<file path="config.mk">
export PLATFORM = sky130hd
export DESIGN_NAME = modbus_slave_end_flat
export DESIGN_NICKNAME = d
export VERILOG_FILES = /design/src/common/modbus_pkg.sv /design/src/common/modbus_link_if.sv /design/src/hw/modbus_slave_end.sv /design/src/flat_wrapper.sv
export SDC_FILE = /design/constraint.sdc
export NUM_CORES = 1
export LEC_CHECK = 0
export BUFFER_PORTS_ARGS = -buffer_cell sky130_fd_sc_hd__buf_2
export CAP_MARGIN = 20
export CORE_ASPECT_RATIO = 0.75
export CORE_MARGIN = 3
export CORE_UTILIZATION = 45
export CTS_CLUSTER_DIAMETER = 200
export DETAILED_ROUTE_END_ITERATION = 10
export GPL_TIMING_DRIVEN = 1
export PLACE_DENSITY = 0.64
export SKIP_LAST_GASP = 1
export SLEW_MARGIN = 40
export SYNTH_ARGS = -nofsm -noshare
export SYNTH_HDL_FRONTEND = slang
export SYNTH_SLANG_ARGS = --single-unit
</file>
<file path="constraint.sdc">
create_clock -name core_clk -period 6.4 [get_ports core_clk]
set_input_delay 0.96 -clock core_clk [delete_from_list [all_inputs] [get_ports core_clk]]
set_output_delay 0.96 -clock core_clk [all_outputs]
set_load 0.05 [all_outputs]
</file>
<file path="src/common/modbus_pkg.sv">
// shared constants, crc helper and read-function check for the modbus rtu request link
package modbus_pkg;
	localparam logic [15:0] CRC_PRESET      = 16'hFFFF;
	localparam logic [15:0] CRC_POLY        = 16'hA001;
	localparam logic [15:0] CRC_RESIDUE     = 16'h0000;
	localparam logic [7:0]  FN_READ_HOLD    = 8'h03;
	localparam logic [7:0]  FN_READ_INPUT   = 8'h04;
	localparam logic [7:0]  FN_EXECUTE      = 8'h05;
	localparam logic [7:0]  EXC_FLAG        = 8'h80;
	localparam logic [7:0]  ERR_NONE        = 8'h00;
	localparam logic [7:0]  ERR_BAD_FUNC    = 8'h01;
	localparam logic [7:0]  ERR_BAD_ADDR    = 8'h02;
	localparam logic [7:0]  ERR_BAD_VALUE   = 8'h03;
	localparam logic [7:0]  BROADCAST_ADDR  = 8'h00;
	localparam logic [15:0] OP_NOP          = 16'h0000;
	localparam logic [15:0] OP_RESET        = 16'h0001;
	localparam logic [15:0] OP_CLEAR_EVENTS = 16'h0005;
	localparam logic [15:0] OP_CLEAR_OSC    = 16'h0006;
	localparam logic [15:0] OP_VIN_FIRST    = 16'h1000;
	localparam logic [15:0] OP_VIN_LAST     = 16'h101F;
	localparam logic [15:0] CODE_ON         = 16'hFF00;
	localparam logic [15:0] CODE_OFF        = 16'h0000;
	localparam logic [15:0] MAX_READ_REGS   = 16'h007D;
	localparam logic [15:0] REG_ONE         = 16'h0001;
	localparam logic [3:0]  REQ_BYTES       = 4'h8;
	localparam logic [3:0]  MIN_BYTES       = 4'h4;
	localparam logic [3:0]  CNT_SAT         = 4'h9;
	localparam logic [2:0]  IDX_ADDR        = 3'h0;
	localparam logic [2:0]  IDX_FN          = 3'h1;
	localparam logic [2:0]  IDX_A_HI        = 3'h2;
	localparam logic [2:0]  IDX_A_LO        = 3'h3;
	localparam logic [2:0]  IDX_B_HI        = 3'h4;
	localparam logic [2:0]  IDX_B_LO        = 3'h5;
	localparam logic [2:0]  IDX_CRC_HI      = 3'h7;
	localparam logic [1:0]  POS_FN          = 2'h1;
	localparam logic [1:0]  POS_THIRD       = 2'h2;
	localparam logic [1:0]  POS_DATA        = 2'h3;
	localparam int          CLK_PERIOD_NS   = 25;
	localparam int          RSP_TIMEOUT_US  = 1000;
	localparam int          RSP_TIMEOUT_CYCLES = (RSP_TIMEOUT_US * 1000 + CLK_PERIOD_NS - 1) / CLK_PERIOD_NS;

	// folds one byte into the working register, low bit first
	function automatic logic [15:0] crc_byte(input logic [15:0] crc, input logic [7:0] data);
		logic [15:0] a;
		logic        carry;
		a = {crc[15:8], crc[7:0] ^ data};
		for (int j = 0; j < 8; j++) begin
			carry = a[0];
			a = {1'b0, a[15:1]};
			if (carry) begin
				a = a ^ CRC_POLY;
			end
		end
		return a;
	endfunction

	function automatic logic is_read_fn(input logic [7:0] fn);
		return fn == FN_READ_HOLD || fn == FN_READ_INPUT;
	endfunction
endpackage

</file>
<file path="src/common/modbus_link_if.sv">
// byte stream link between the modbus master end and the slave end
`timescale 1ns/10ps
interface modbus_link_if;
	logic [7:0] m2s_data;
	logic       m2s_valid;
	logic       m2s_end;
	logic [7:0] s2m_data;
	logic       s2m_valid;
	logic       s2m_end;

	modport slave_end (
		input  m2s_data,
		input  m2s_valid,
		input  m2s_end,
		output s2m_data,
		output s2m_valid,
		output s2m_end
	);
	modport master_end (
		output m2s_data,
		output m2s_valid,
		output m2s_end,
		input  s2m_data,
		input  s2m_valid,
		input  s2m_end
	);
endinterface

</file>
<file path="src/hw/modbus_slave_end.sv">
// modbus slave end: checks requests, reads registers, executes operations, replies
`timescale 1ns/10ps
// Operation
// - crc working register starts at all ones
// - xor byte into low half, eight shifts
// - shift right, zero in, lsb is carry
// - final register after all bytes is crc
// - only functions 03, 04, 05, 06, 10; code takes only 03, 04, 05 and answers 06 and 10 with error 01
// - functions 03 and 04 read identically
// - registers are 16 bits, high byte first
// - master asks at most 125 registers
// - read request: addr, fn, start, count, crc
// - read reply: addr, fn, 2*count, data, crc
// - execute request: opcode, then FF 00; code also takes 00 00 for virtual-input opcodes and clears that input
// - opcode 0000 acknowledged, does nothing
// - opcode 0001 acts as reset key
// - 0005 clears events, 0006 clears oscillography
// - opcodes 1000-101F set 32 virtual inputs
// - exception: function with msb set, error code
// - bad crc packet silently discarded
// - address zero acted on only for 05
module modbus_slave_end #(
	parameter int NUM_VIN = 32
) (
	input  wire logic             core_clk,
	input  wire logic             reset,
	modbus_link_if.slave_end      link,
	input  wire logic [7:0]       slave_addr,
	output logic                  reg_rd_en_q,
	output logic [15:0]           reg_rd_addr_q,
	input  wire logic [15:0]      reg_rd_data,
	output logic                  reset_cmd_q,
	output logic                  clear_events_q,
	output logic                  clear_osc_q,
	output logic [NUM_VIN-1:0]    virtual_in_q
);
	localparam int VIN_W = $clog2(NUM_VIN);
	localparam logic [15:0] VIN_LIMIT = 16'(NUM_VIN);

	if (NUM_VIN < 2 || NUM_VIN > 32) begin : g_check
		$error("NUM_VIN must lie between 2 and 32");
	end

	typedef enum logic [3:0] {
		S_RX, S_HEAD, S_RD_REQ, S_RD_HI, S_RD_LO, S_CRC_LO, S_CRC_HI, S_ECHO, S_END
	} slave_state_type;

	slave_state_type state_q, state_d;
	logic [7:0]  pkt_q [8];
	logic [3:0]  rx_cnt_q;
	logic [15:0] rx_crc_q, tx_crc_q, left_q;
	logic [2:0]  idx_q;
	logic [7:0]  lo_q, err_q, s2m_data_q;
	logic        s2m_valid_q, s2m_end_q;
	logic        emit, fold;
	logic [7:0]  tx_byte;

	assign link.s2m_data  = s2m_data_q;
	assign link.s2m_valid = s2m_valid_q;
	assign link.s2m_end   = s2m_end_q;

	// request fields, valid while the packet buffer is held through the reply
	wire [7:0]  fn       = pkt_q[modbus_pkg::IDX_FN];
	wire [15:0] word_a   = {pkt_q[modbus_pkg::IDX_A_HI], pkt_q[modbus_pkg::IDX_A_LO]};
	wire [15:0] word_b   = {pkt_q[modbus_pkg::IDX_B_HI], pkt_q[modbus_pkg::IDX_B_LO]};
	wire [15:0] vin_off  = word_a - modbus_pkg::OP_VIN_FIRST;
	wire        is_read  = modbus_pkg::is_read_fn(fn);
	wire        is_exec  = fn == modbus_pkg::FN_EXECUTE;
	wire        len_ok   = rx_cnt_q == modbus_pkg::REQ_BYTES;
	wire        cnt_ok   = |word_b && word_b <= modbus_pkg::MAX_READ_REGS;
	wire        vin_hit  = word_a >= modbus_pkg::OP_VIN_FIRST && vin_off < VIN_LIMIT;
	wire        op_ok    = word_a == modbus_pkg::OP_NOP || word_a == modbus_pkg::OP_RESET
	                       || word_a == modbus_pkg::OP_CLEAR_EVENTS || word_a == modbus_pkg::OP_CLEAR_OSC
	                       || vin_hit;
	wire        val_ok   = word_b == modbus_pkg::CODE_ON || (vin_hit && word_b == modbus_pkg::CODE_OFF);
	wire [7:0]  err      = !is_read && !is_exec ? modbus_pkg::ERR_BAD_FUNC :
	                       !len_ok              ? modbus_pkg::ERR_BAD_VALUE :
	                       is_read && !cnt_ok   ? modbus_pkg::ERR_BAD_VALUE :
	                       is_exec && !op_ok    ? modbus_pkg::ERR_BAD_ADDR :
	                       is_exec && !val_ok   ? modbus_pkg::ERR_BAD_VALUE : modbus_pkg::ERR_NONE;
	// a zero residue over data plus the appended crc means the packet arrived intact
	wire        crc_ok   = rx_cnt_q >= modbus_pkg::MIN_BYTES && rx_crc_q == modbus_pkg::CRC_RESIDUE;
	wire        bcast    = pkt_q[modbus_pkg::IDX_ADDR] == modbus_pkg::BROADCAST_ADDR;
	wire        addr_me  = pkt_q[modbus_pkg::IDX_ADDR] == slave_addr;
	wire        accept   = state_q == S_RX && link.m2s_end && crc_ok
	                       && (addr_me || (bcast && is_exec));
	wire        reply    = accept && !bcast;
	wire        act      = accept && is_exec && err == modbus_pkg::ERR_NONE;
	wire        exc_flag = err_q != modbus_pkg::ERR_NONE;
	wire [7:0]  count_b  = {word_b[6:0], 1'b0};
	wire [7:0]  head_b   = idx_q == modbus_pkg::IDX_ADDR ? pkt_q[modbus_pkg::IDX_ADDR] :
	                       idx_q == modbus_pkg::IDX_FN   ? (exc_flag ? fn | modbus_pkg::EXC_FLAG : fn) :
	                       exc_flag ? err_q : count_b;

	always_comb begin
		state_d = state_q;
		emit    = 1'b0;
		fold    = 1'b0;
		tx_byte = head_b;
		unique case (state_q)
			S_RX: begin
				if (reply) state_d = (err != modbus_pkg::ERR_NONE || is_read) ? S_HEAD : S_ECHO;
			end
			S_HEAD: begin
				emit = 1'b1;
				fold = 1'b1;
				if (idx_q == modbus_pkg::IDX_A_HI) state_d = exc_flag ? S_CRC_LO : S_RD_REQ;
			end
			S_RD_REQ: state_d = S_RD_HI;
			S_RD_HI: begin
				emit    = 1'b1;
				fold    = 1'b1;
				tx_byte = reg_rd_data[15:8];
				state_d = S_RD_LO;
			end
			S_RD_LO: begin
				emit    = 1'b1;
				fold    = 1'b1;
				tx_byte = lo_q;
				state_d = left_q == modbus_pkg::REG_ONE ? S_CRC_LO : S_RD_REQ;
			end
			S_CRC_LO: begin
				emit    = 1'b1;
				tx_byte = tx_crc_q[7:0];
				state_d = S_CRC_HI;
			end
			S_CRC_HI: begin
				emit    = 1'b1;
				tx_byte = tx_crc_q[15:8];
				state_d = S_END;
			end
			S_ECHO: begin
				emit    = 1'b1;
				tx_byte = pkt_q[idx_q];
				if (idx_q == modbus_pkg::IDX_CRC_HI) state_d = S_END;
			end
			S_END: state_d = S_RX;
		endcase
	end

	always_ff @(posedge core_clk or posedge reset) begin
		if (reset) begin
			state_q     <= S_RX;
			idx_q       <= '0;
			s2m_data_q  <= '0;
			s2m_valid_q <= 1'b0;
			s2m_end_q   <= 1'b0;
			tx_crc_q    <= modbus_pkg::CRC_PRESET;
		end else begin
			state_q     <= state_d;
			idx_q       <= (state_q == S_HEAD || state_q == S_ECHO) && state_d == state_q ? idx_q + 3'h1 : '0;
			s2m_data_q  <= tx_byte;
			s2m_valid_q <= emit;
			s2m_end_q   <= state_q == S_END;
			if (fold) begin
				tx_crc_q <= modbus_pkg::crc_byte(tx_crc_q, tx_byte);
			end else if (state_q == S_RX) begin
				tx_crc_q <= modbus_pkg::CRC_PRESET;
			end
		end
	end

	// bytes arriving while a reply is under way are dropped; the master waits for the reply
	always_ff @(posedge core_clk or posedge reset) begin
		if (reset) begin
			rx_cnt_q <= '0;
			rx_crc_q <= modbus_pkg::CRC_PRESET;
			for (int i = 0; i < 8; i++) pkt_q[i] <= '0;
		end else if (state_q == S_RX) begin
			if (link.m2s_end) begin
				rx_cnt_q <= '0;
				rx_crc_q <= modbus_pkg::CRC_PRESET;
			end else if (link.m2s_valid) begin
				if (rx_cnt_q < modbus_pkg::REQ_BYTES) pkt_q[rx_cnt_q[2:0]] <= link.m2s_data;
				if (rx_cnt_q != modbus_pkg::CNT_SAT) rx_cnt_q <= rx_cnt_q + 4'h1;
				rx_crc_q <= modbus_pkg::crc_byte(rx_crc_q, link.m2s_data);
			end
		end
	end

	always_ff @(posedge core_clk or posedge reset) begin
		if (reset) begin
			err_q         <= modbus_pkg::ERR_NONE;
			left_q        <= '0;
			reg_rd_addr_q <= '0;
			reg_rd_en_q   <= 1'b0;
			lo_q          <= '0;
		end else begin
			reg_rd_en_q <= state_q == S_RD_REQ;
			if (reply) begin
				err_q         <= err;
				left_q        <= word_b;
				reg_rd_addr_q <= word_a;
			end
			if (state_q == S_RD_HI) lo_q <= reg_rd_data[7:0];
			if (state_q == S_RD_LO) begin
				left_q        <= left_q - modbus_pkg::REG_ONE;
				reg_rd_addr_q <= reg_rd_addr_q + modbus_pkg::REG_ONE;
			end
		end
	end

	always_ff @(posedge core_clk or posedge reset) begin
		if (reset) begin
			reset_cmd_q    <= 1'b0;
			clear_events_q <= 1'b0;
			clear_osc_q    <= 1'b0;
			virtual_in_q   <= '0;
		end else begin
			reset_cmd_q    <= act && word_a == modbus_pkg::OP_RESET;
			clear_events_q <= act && word_a == modbus_pkg::OP_CLEAR_EVENTS;
			clear_osc_q    <= act && word_a == modbus_pkg::OP_CLEAR_OSC;
			if (act && vin_hit) virtual_in_q[vin_off[VIN_W-1:0]] <= word_b == modbus_pkg::CODE_ON;
		end
	end
endmodule

</file>
<file path="src/flat_wrapper.sv">
// flat-port wrapper written by rule: the top's interface ports become plain ports
module modbus_slave_end_flat 
#(
	parameter int NUM_VIN = 32
)
  (core_clk, reset, slave_addr, reg_rd_en_q, reg_rd_addr_q, reg_rd_data, reset_cmd_q, clear_events_q, clear_osc_q, virtual_in_q, link_m2s_data, link_m2s_valid, link_m2s_end, link_s2m_data, link_s2m_valid, link_s2m_end);
  modbus_link_if link_i ();
  input  wire logic core_clk;
  input  wire logic reset;
  input  wire logic [7:0] slave_addr;
  output logic reg_rd_en_q;
  output logic [15:0] reg_rd_addr_q;
  input  wire logic [15:0] reg_rd_data;
  output logic reset_cmd_q;
  output logic clear_events_q;
  output logic clear_osc_q;
  output logic [NUM_VIN-1:0] virtual_in_q;
  input wire logic [$bits(link_i.m2s_data)-1:0] link_m2s_data;
  input wire logic [$bits(link_i.m2s_valid)-1:0] link_m2s_valid;
  input wire logic [$bits(link_i.m2s_end)-1:0] link_m2s_end;
  output wire logic [$bits(link_i.s2m_data)-1:0] link_s2m_data;
  output wire logic [$bits(link_i.s2m_valid)-1:0] link_s2m_valid;
  output wire logic [$bits(link_i.s2m_end)-1:0] link_s2m_end;
  assign link_i.m2s_data = link_m2s_data;
  assign link_i.m2s_valid = link_m2s_valid;
  assign link_i.m2s_end = link_m2s_end;
  assign link_s2m_data = link_i.s2m_data;
  assign link_s2m_valid = link_i.s2m_valid;
  assign link_s2m_end = link_i.s2m_end;
  modbus_slave_end #(.NUM_VIN(NUM_VIN)) u_core (.core_clk(core_clk), .reset(reset), .link(link_i), .slave_addr(slave_addr), .reg_rd_en_q(reg_rd_en_q), .reg_rd_addr_q(reg_rd_addr_q), .reg_rd_data(reg_rd_data), .reset_cmd_q(reset_cmd_q), .clear_events_q(clear_events_q), .clear_osc_q(clear_osc_q), .virtual_in_q(virtual_in_q));
endmodule
</file>
Word-level counts from Yosys, hierarchy flattened --
Index checks and enable logic that the tools add are counted.
Storage, ports and cells: output and inout bits 62, bits in registers 201, bits of input ports 36, word-level logic and storage cells 224
Operators by class: reduce and logical (&&, ||, !) cells 56, $lt $le $gt $ge 10, equality and inequality tests 23, add/sub/neg operators 5, muxes and demuxes 84, bitwise operators 21
Operators with widths (count):
- $mux W16 | 52
- $mux W8 | 11
- $bwmux W64 | 1
- $logic_not A16 Y1 | 3
- $not A2 Y3 | 16
- $pmux W8 S5 | 1
- $pmux W4 S9 | 1
- $bwmux W32 | 1
- $eq A16 B1 Y1 const B | 2
- $eq A16 B3 Y1 const B | 2
- $bmux W8 S3 | 1
- $demux W8 S3 | 1
- $mux W4 | 6
- $logic_and A1 B1 Y1 | 22
- $add A16 B1 Y16 const B | 1
- $eq A16 B16 Y1 const B | 1
- $eq A4 B3 Y1 const B | 4
- $eq A8 B3 Y1 const B | 2
- $ge A16 B13 Y1 const B | 1
- $le A16 B7 Y1 const B | 1
- $logic_not A8 Y1 | 2
- $lt A16 B6 Y1 const B | 1
- $reduce_bool A8 Y1 | 2
- $reduce_or A16 Y1 | 1
- other kinds (37) | 63

Longest topological paths before layout --
depth after elaboration 40, mapped depth 15, mapped depth without buffers 11

Least setup slack after synthesis --
No wires, ideal clock.
path kind reg2reg, from register u_core.idx_q[1], to register u_core.tx_crc_q[0], arrival time 3.215 ns, slack 3.106 ns, path buffers 4, data required time 6.320 ns, period minus slack after synthesis 3.294 ns, library setup time 0.080 ns, stages on the path, launching flop included 15, cells stage by stage dfrtp_1 buf_4 buf_6 buf_4 inv_1 ha_1 nor2b_1 clkbuf_1 a21oi_1 a21oi_1 o21ai_1 xor2_1 xnor3_1 xnor3_1 o22a_1
Between the ends: word-level cells in the longest chain between the ends 23, elaborated cells between the ends (all ways) 33
RTL lines:
- from (decl) | line modbus_slave_end.sv:52 | logic [2:0] idx_q;
- from (signal assigned) | line modbus_slave_end.sv:151 | idx_q <= (state_q == S_HEAD || state_q == S_ECHO) && state_d == state_q ? idx_q + 3'h1 : '0;
- $not A3 Y4 (not written as such) | line modbus_slave_end.sv:134 | tx_byte = pkt_q[idx_q];
- $bmux W8 S3 | line modbus_slave_end.sv:134
- $mux W8 (not written as such) (2 in series) | line modbus_slave_end.sv:134
- $pmux W8 S5 * | line modbus_slave_end.sv:100 | unique case (state_q)
- named net u_core.tx_byte[6] | line modbus_slave_end.sv:56 | logic [7:0] tx_byte;
- $xor A8 B8 Y8 * | line modbus_pkg.sv:46 | a = {crc[15:8], crc[7:0] ^ data};
- $mux W16 * | line modbus_pkg.sv:50 | if (carry) begin
- $mux W16 * | line modbus_slave_end.sv:155 | if (fold) begin
- (+7 left out)
- $mux W16 * | line modbus_slave_end.sv:155
- $not A2 Y3 (no source line)
- $mux W16 * | line modbus_pkg.sv:50
- $mux W16 * | line modbus_slave_end.sv:155
- $mux W16 * | line modbus_pkg.sv:50
- $mux W16 * | line modbus_slave_end.sv:155
- $mux W16 * | line modbus_pkg.sv:50
- $mux W16 * | line modbus_slave_end.sv:155
- to (signal assigned) | line modbus_slave_end.sv:148 | tx_crc_q <= modbus_pkg::CRC_PRESET;
- to (signal assigned) | line modbus_slave_end.sv:156 | tx_crc_q <= modbus_pkg::crc_byte(tx_crc_q, tx_byte);
- to (signal assigned) | line modbus_slave_end.sv:158 | tx_crc_q <= modbus_pkg::CRC_PRESET;
- to (decl) | line modbus_slave_end.sv:51 | logic [15:0] rx_crc_q, tx_crc_q, left_q;
Mark *: on every way through the listed nets, which the timed path passes. The rest lies on a longest branch. The select of a mux whose other input is x is not followed. A chain may end at the register's enable or synchronous reset.

Worst setup path in the final report --
from register u_core.state_q[0], to register u_core.tx_crc_q[0]
Between the ends: word-level cells in the longest chain between the ends 20, elaborated cells between the ends (all ways) 35
RTL lines:
- from (decl) | line modbus_slave_end.sv:48 | slave_state_type state_q, state_d;
- from (signal assigned) | line modbus_slave_end.sv:150 | state_q <= state_d;
- $eq A4 B3 Y1 / $eq A4 B2 Y1 (equally long branches) | line modbus_slave_end.sv:100
- $pmux W8 S5 * | line modbus_slave_end.sv:100
- named net u_core.tx_byte[6] | line modbus_slave_end.sv:56
- $xor A8 B8 Y8 * | line modbus_pkg.sv:46
- $mux W16 * | line modbus_pkg.sv:50
- $mux W16 * | line modbus_slave_end.sv:155
- $mux W16 * | line modbus_pkg.sv:50
- $mux W16 * | line modbus_slave_end.sv:155
- (+5 left out)
- $mux W16 * | line modbus_slave_end.sv:155
- $not A2 Y3 (no source line)
- $mux W16 * | line modbus_pkg.sv:50
- $mux W16 * | line modbus_slave_end.sv:155
- $mux W16 * | line modbus_pkg.sv:50
- $mux W16 * | line modbus_slave_end.sv:155
- $mux W16 * | line modbus_pkg.sv:50
- $mux W16 * | line modbus_slave_end.sv:155
Marks and branches as above.

==> flow_summary.json <==
{
  "outcome": "finished clean",
  "slowest_delay_ns": 0.62,
  "crit_path_start": "u_core.state_q[0]$_DFF_PP0_",
  "hold-path-endpoint": "u_core.left_q[10]$_DFFE_PP0P_",
  "wirelength_mm": 28.9,
  "hp-start": "u_core.left_q[10]$_DFFE_PP0P_",
  "yosys.area_share.simple_pct": 14.6,
  "io_pins": 98,
  "core_area_sq_um": 22400,
  "cts_buffers": 17,
  "p_int_mw": 2.18,
  "crit_top_cell": "xnor3_1",
  "yosys-top-cells-count": "dfrtp_1 (163), nand2_1 (80), a21oi_1 (73)",
  "irDropWorstVdd_mv": 0.211,
  "worstPathMaxFanout": 15,
  "drc": 0,
  "antenna_cells": 0,
  "syn_area_sq_um": 10400,
  "worstReg2RegStart": "u_core.state_q[0]$_DFF_PP0_",
  "worstSkewPairLatency_ns": 0.45,
  "avgSynthCellArea_sq_um": 10.3,
  "first_pass_iters": 5,
  "grt_usage_pct": 23.5,
  "timing.fmax_mhz": 263,
  "setup-tns-final_ns": 0,
  "synth_top_family_by_area": "compound AO/OA/AOI/OAI gates",
  "clkPwrFrac_pct": 32.8,
  "swShare_pct": 32.4,
  "ys_seq_area_share_pct": 47.2,
  "period_share_pct": 59.3,
  "setup_viol": 0,
  "cts.sinks": 195,
  "synth_compound_area_share_pct": 16.5,
  "regArea_sq_um": 4920,
  "cts_buffer_depth": 2,
  "clk_pin_slew_ns": 0.07,
  "dp.cells": 1334,
  "cp-end-kind": "register",
  "syn_inst": 1007,
  "finalClockSkew_ns": 0.00801,
  "ys_types": 68,
  "drv_slew": 0,
  "fin_total_pwr_mw": 3.22,
  "chipWidth_microns": 182,
  "initial_core_util_pct": 46.5,
  "postCtsHoldBufs": 0,
  "cts_root_buffer": "clkbuf_16",
  "layout-drive-gt1-share_pct": 25.1,
  "die_area_sq_um": 25000,
  "instances_no_fill": 1366,
  "period_needed_ns": 3.80,
  "synth_ff_type": "dfrtp_1",
  "arrival_ns": 4.18,
  "avgRoutedWirePerCell_microns": 21.2,
  "net-switching-power_mw": 1.04,
  "hpwl_mm": 20.4,
  "dieHeight_microns": 138,
  "nNetsFinal": 1106,
  "start_kind": "register",
  "io_buffers": 97,
  "yosysTopAreaCellShare_pct": 39.2,
  "avgViaCountPerCell": 6.19,
  "crit_buf_inv": 1,
  "yosysMostFrequentCell": "dfrtp_1",
  "worst_pin_slew_ns": 0.791,
  "cts_tree": "done",
  "yosys_warnings": 0,
  "post_cts_resized": 0,
  "grt_pass1_wl_mm": 46.0,
  "synth.area.mux_share_pct": 11.4,
  "area_growth_pct": 11.7,
  "antenna_found_initial": 0,
  "placedInstanceArea_sq_um": 11100,
  "detail_route.iter0.violations": 953,
  "drtAntennaViolNets": 0,
  "overflow": 0,
  "worst_r2r_endpoint": "u_core.tx_crc_q[0]$_DFFE_PP1P_",
  "crit_slowest_cell": "dfrtp_1",
  "p_seq_share_pct": 47.8,
  "slew_headroom_pct": 47.0,
  "r2r_slack_ns": 2.60,
  "fin_area_sq_um": 11600,
  "synth-adder-area-share_pct": 1.32,
  "vias": 8450,
  "multiInputGateArea_sq_um": 5120,
  "hold_depth": 2,
  "ys_ff_latch": 195,
  "postCtsSetupRepairBufs": 0,
  "grt_setup_unrepaired": "no",
  "gp_congestion": 0.936,
  "fillers": 2033,
  "synthArstFlopShare_pct": 100,
  "p_leak_nw": 4.93,
  "synth_nets": 1054,
  "cp.required_ns": 6.78,
  "grt_max_degree": 129,
  "power_frac_comb_pct": 19.4,
  "cts_max_level": 4,
  "yosys.area.top_type": "dfrtp_1",
  "crit_family": "XOR/XNOR gates",
  "crit_type": "reg -> reg",
  "reg2reg_depth": 10,
  "synth-edff-count": 0,
  "rows": 47,
  "crit_chain": "buf_4 > nor2b_1 > a32oi_1 > a221oi_1 > a21oi_1 > o21ai_1 > xor2_1 > xnor3_1 > xnor3_1 > o22a_1",
  "hold_class": "reg -> reg",
  "max-cap-violations": 0,
  "synth_top_cells_by_area": "dfrtp_1 (39%), dfstp_2 (8.1%), mux2_2 (7.5%)",
  "synth_xor_area_share_pct": 5.03,
  "hold_violations": 0,
  "power.density_nw_per_um2": 277,
  "grt_pass1_vias": 7826
}
==> per-stage QoR <==
step	hold WS [ns]	util (%)	worst slack, ns
final	0.496	51.9	2.60
after global routing	0.518	51.9	2.35
after CTS	0.497	51.9	2.62
after detailed placement	0.481	49.3	2.64
after global placement	0.476	49.2	2.40
after floorplan	0.460	-	0.181
==> sequential cells by signal, indices dropped and copies added, names as in the netlist, 8 cells and up <==
register              flops
u_core.link.s2m_data      8
u_core.fn                 8
u_core.reg_rd_addr_q     16
u_core.tx_crc_q          16
u_core.left_q            16
u_core.rx_crc_q          16
u_core.lo_q               8
u_core.virtual_in_q      32
u_core.pkt_q             49
==> per-layer routing <==
layer / track usage, % / wire length, microns
met5: 0 / 0
met4: 5.03 / 272
met3: 5.20 / 2190
met2: 32.2 / 11900
met1: 37.6 / 14500
==> cell families after synthesis <==
kind of cell | count (synthesis)
buffers and inverters | 93
and+or+nand+nor | 298
AOI/OAI and AO/OA | 256
adders and majority gates | 11
xor gates and xnor gates | 55
DFF | 195
muxes | 99
==> layout make-up <==
type,instances,area share [%]
multi-input combinational,719,44.0
sequential,195,42.3
timing repair buffer,108,4.92
clock buffer,18,3.78
tap,294,3.16
clock inverter,14,1.11
inverter,18,0.689
==> power by group through the flow <==
stage | combinational (mW) | sequential, mW | clock (mW)
after global routing | 0.678 | 1.55 | 1.12
after detailed placement | 0.623 | 1.55 | 0
final | 0.627 | 1.54 | 1.06
after CTS | 0.626 | 1.53 | 1.07
after global placement | 0.614 | 1.55 | 0
after floorplan | 0.471 | 1.50 | 0
==> layout by cell type, fill, tap and decap left out, types with 19 or more instances in the layout <==
master,instances
a21oi_1,73
nor3_1,20
nand2_1,80
nor2_1,59
mux2i_1,21
mux2_2,69
nor4_1,19
o41ai_1,32
o31ai_1,34
buf_2,97
xnor2_1,39
o21ai_0,40
dfstp_2,32
nand3_1,35
dfrtp_1,161
==> tightest hold or removal path, cell delays in order, from the launching register on <==
cell and delay, ns:
dfrtp_1 0.35, nand3_1 0.07, nand2_1 0.05
==> worst max-delay path by stage <==
stage | end | slack [ns] | cells after the start
6_report | u_core.tx_crc_q[0]$_DFFE_PP1P_ | 2.60 | 10
5_1_grt | u_core.virtual_in_q[28]$_DFFE_PP0P_ | 2.35 | 7
4_1_cts | u_core.tx_crc_q[0]$_DFFE_PP1P_ | 2.62 | 10
3_5_place_dp | u_core.tx_crc_q[0]$_DFFE_PP1P_ | 2.64 | 10
3_3_place_gp | u_core.virtual_in_q[3]$_DFFE_PP0P_ | 2.40 | 8
2_1_floorplan | u_core.clear_events_q$_DFF_PP0_ | 0.18 | 1
(Power assumes the default switching activity.)
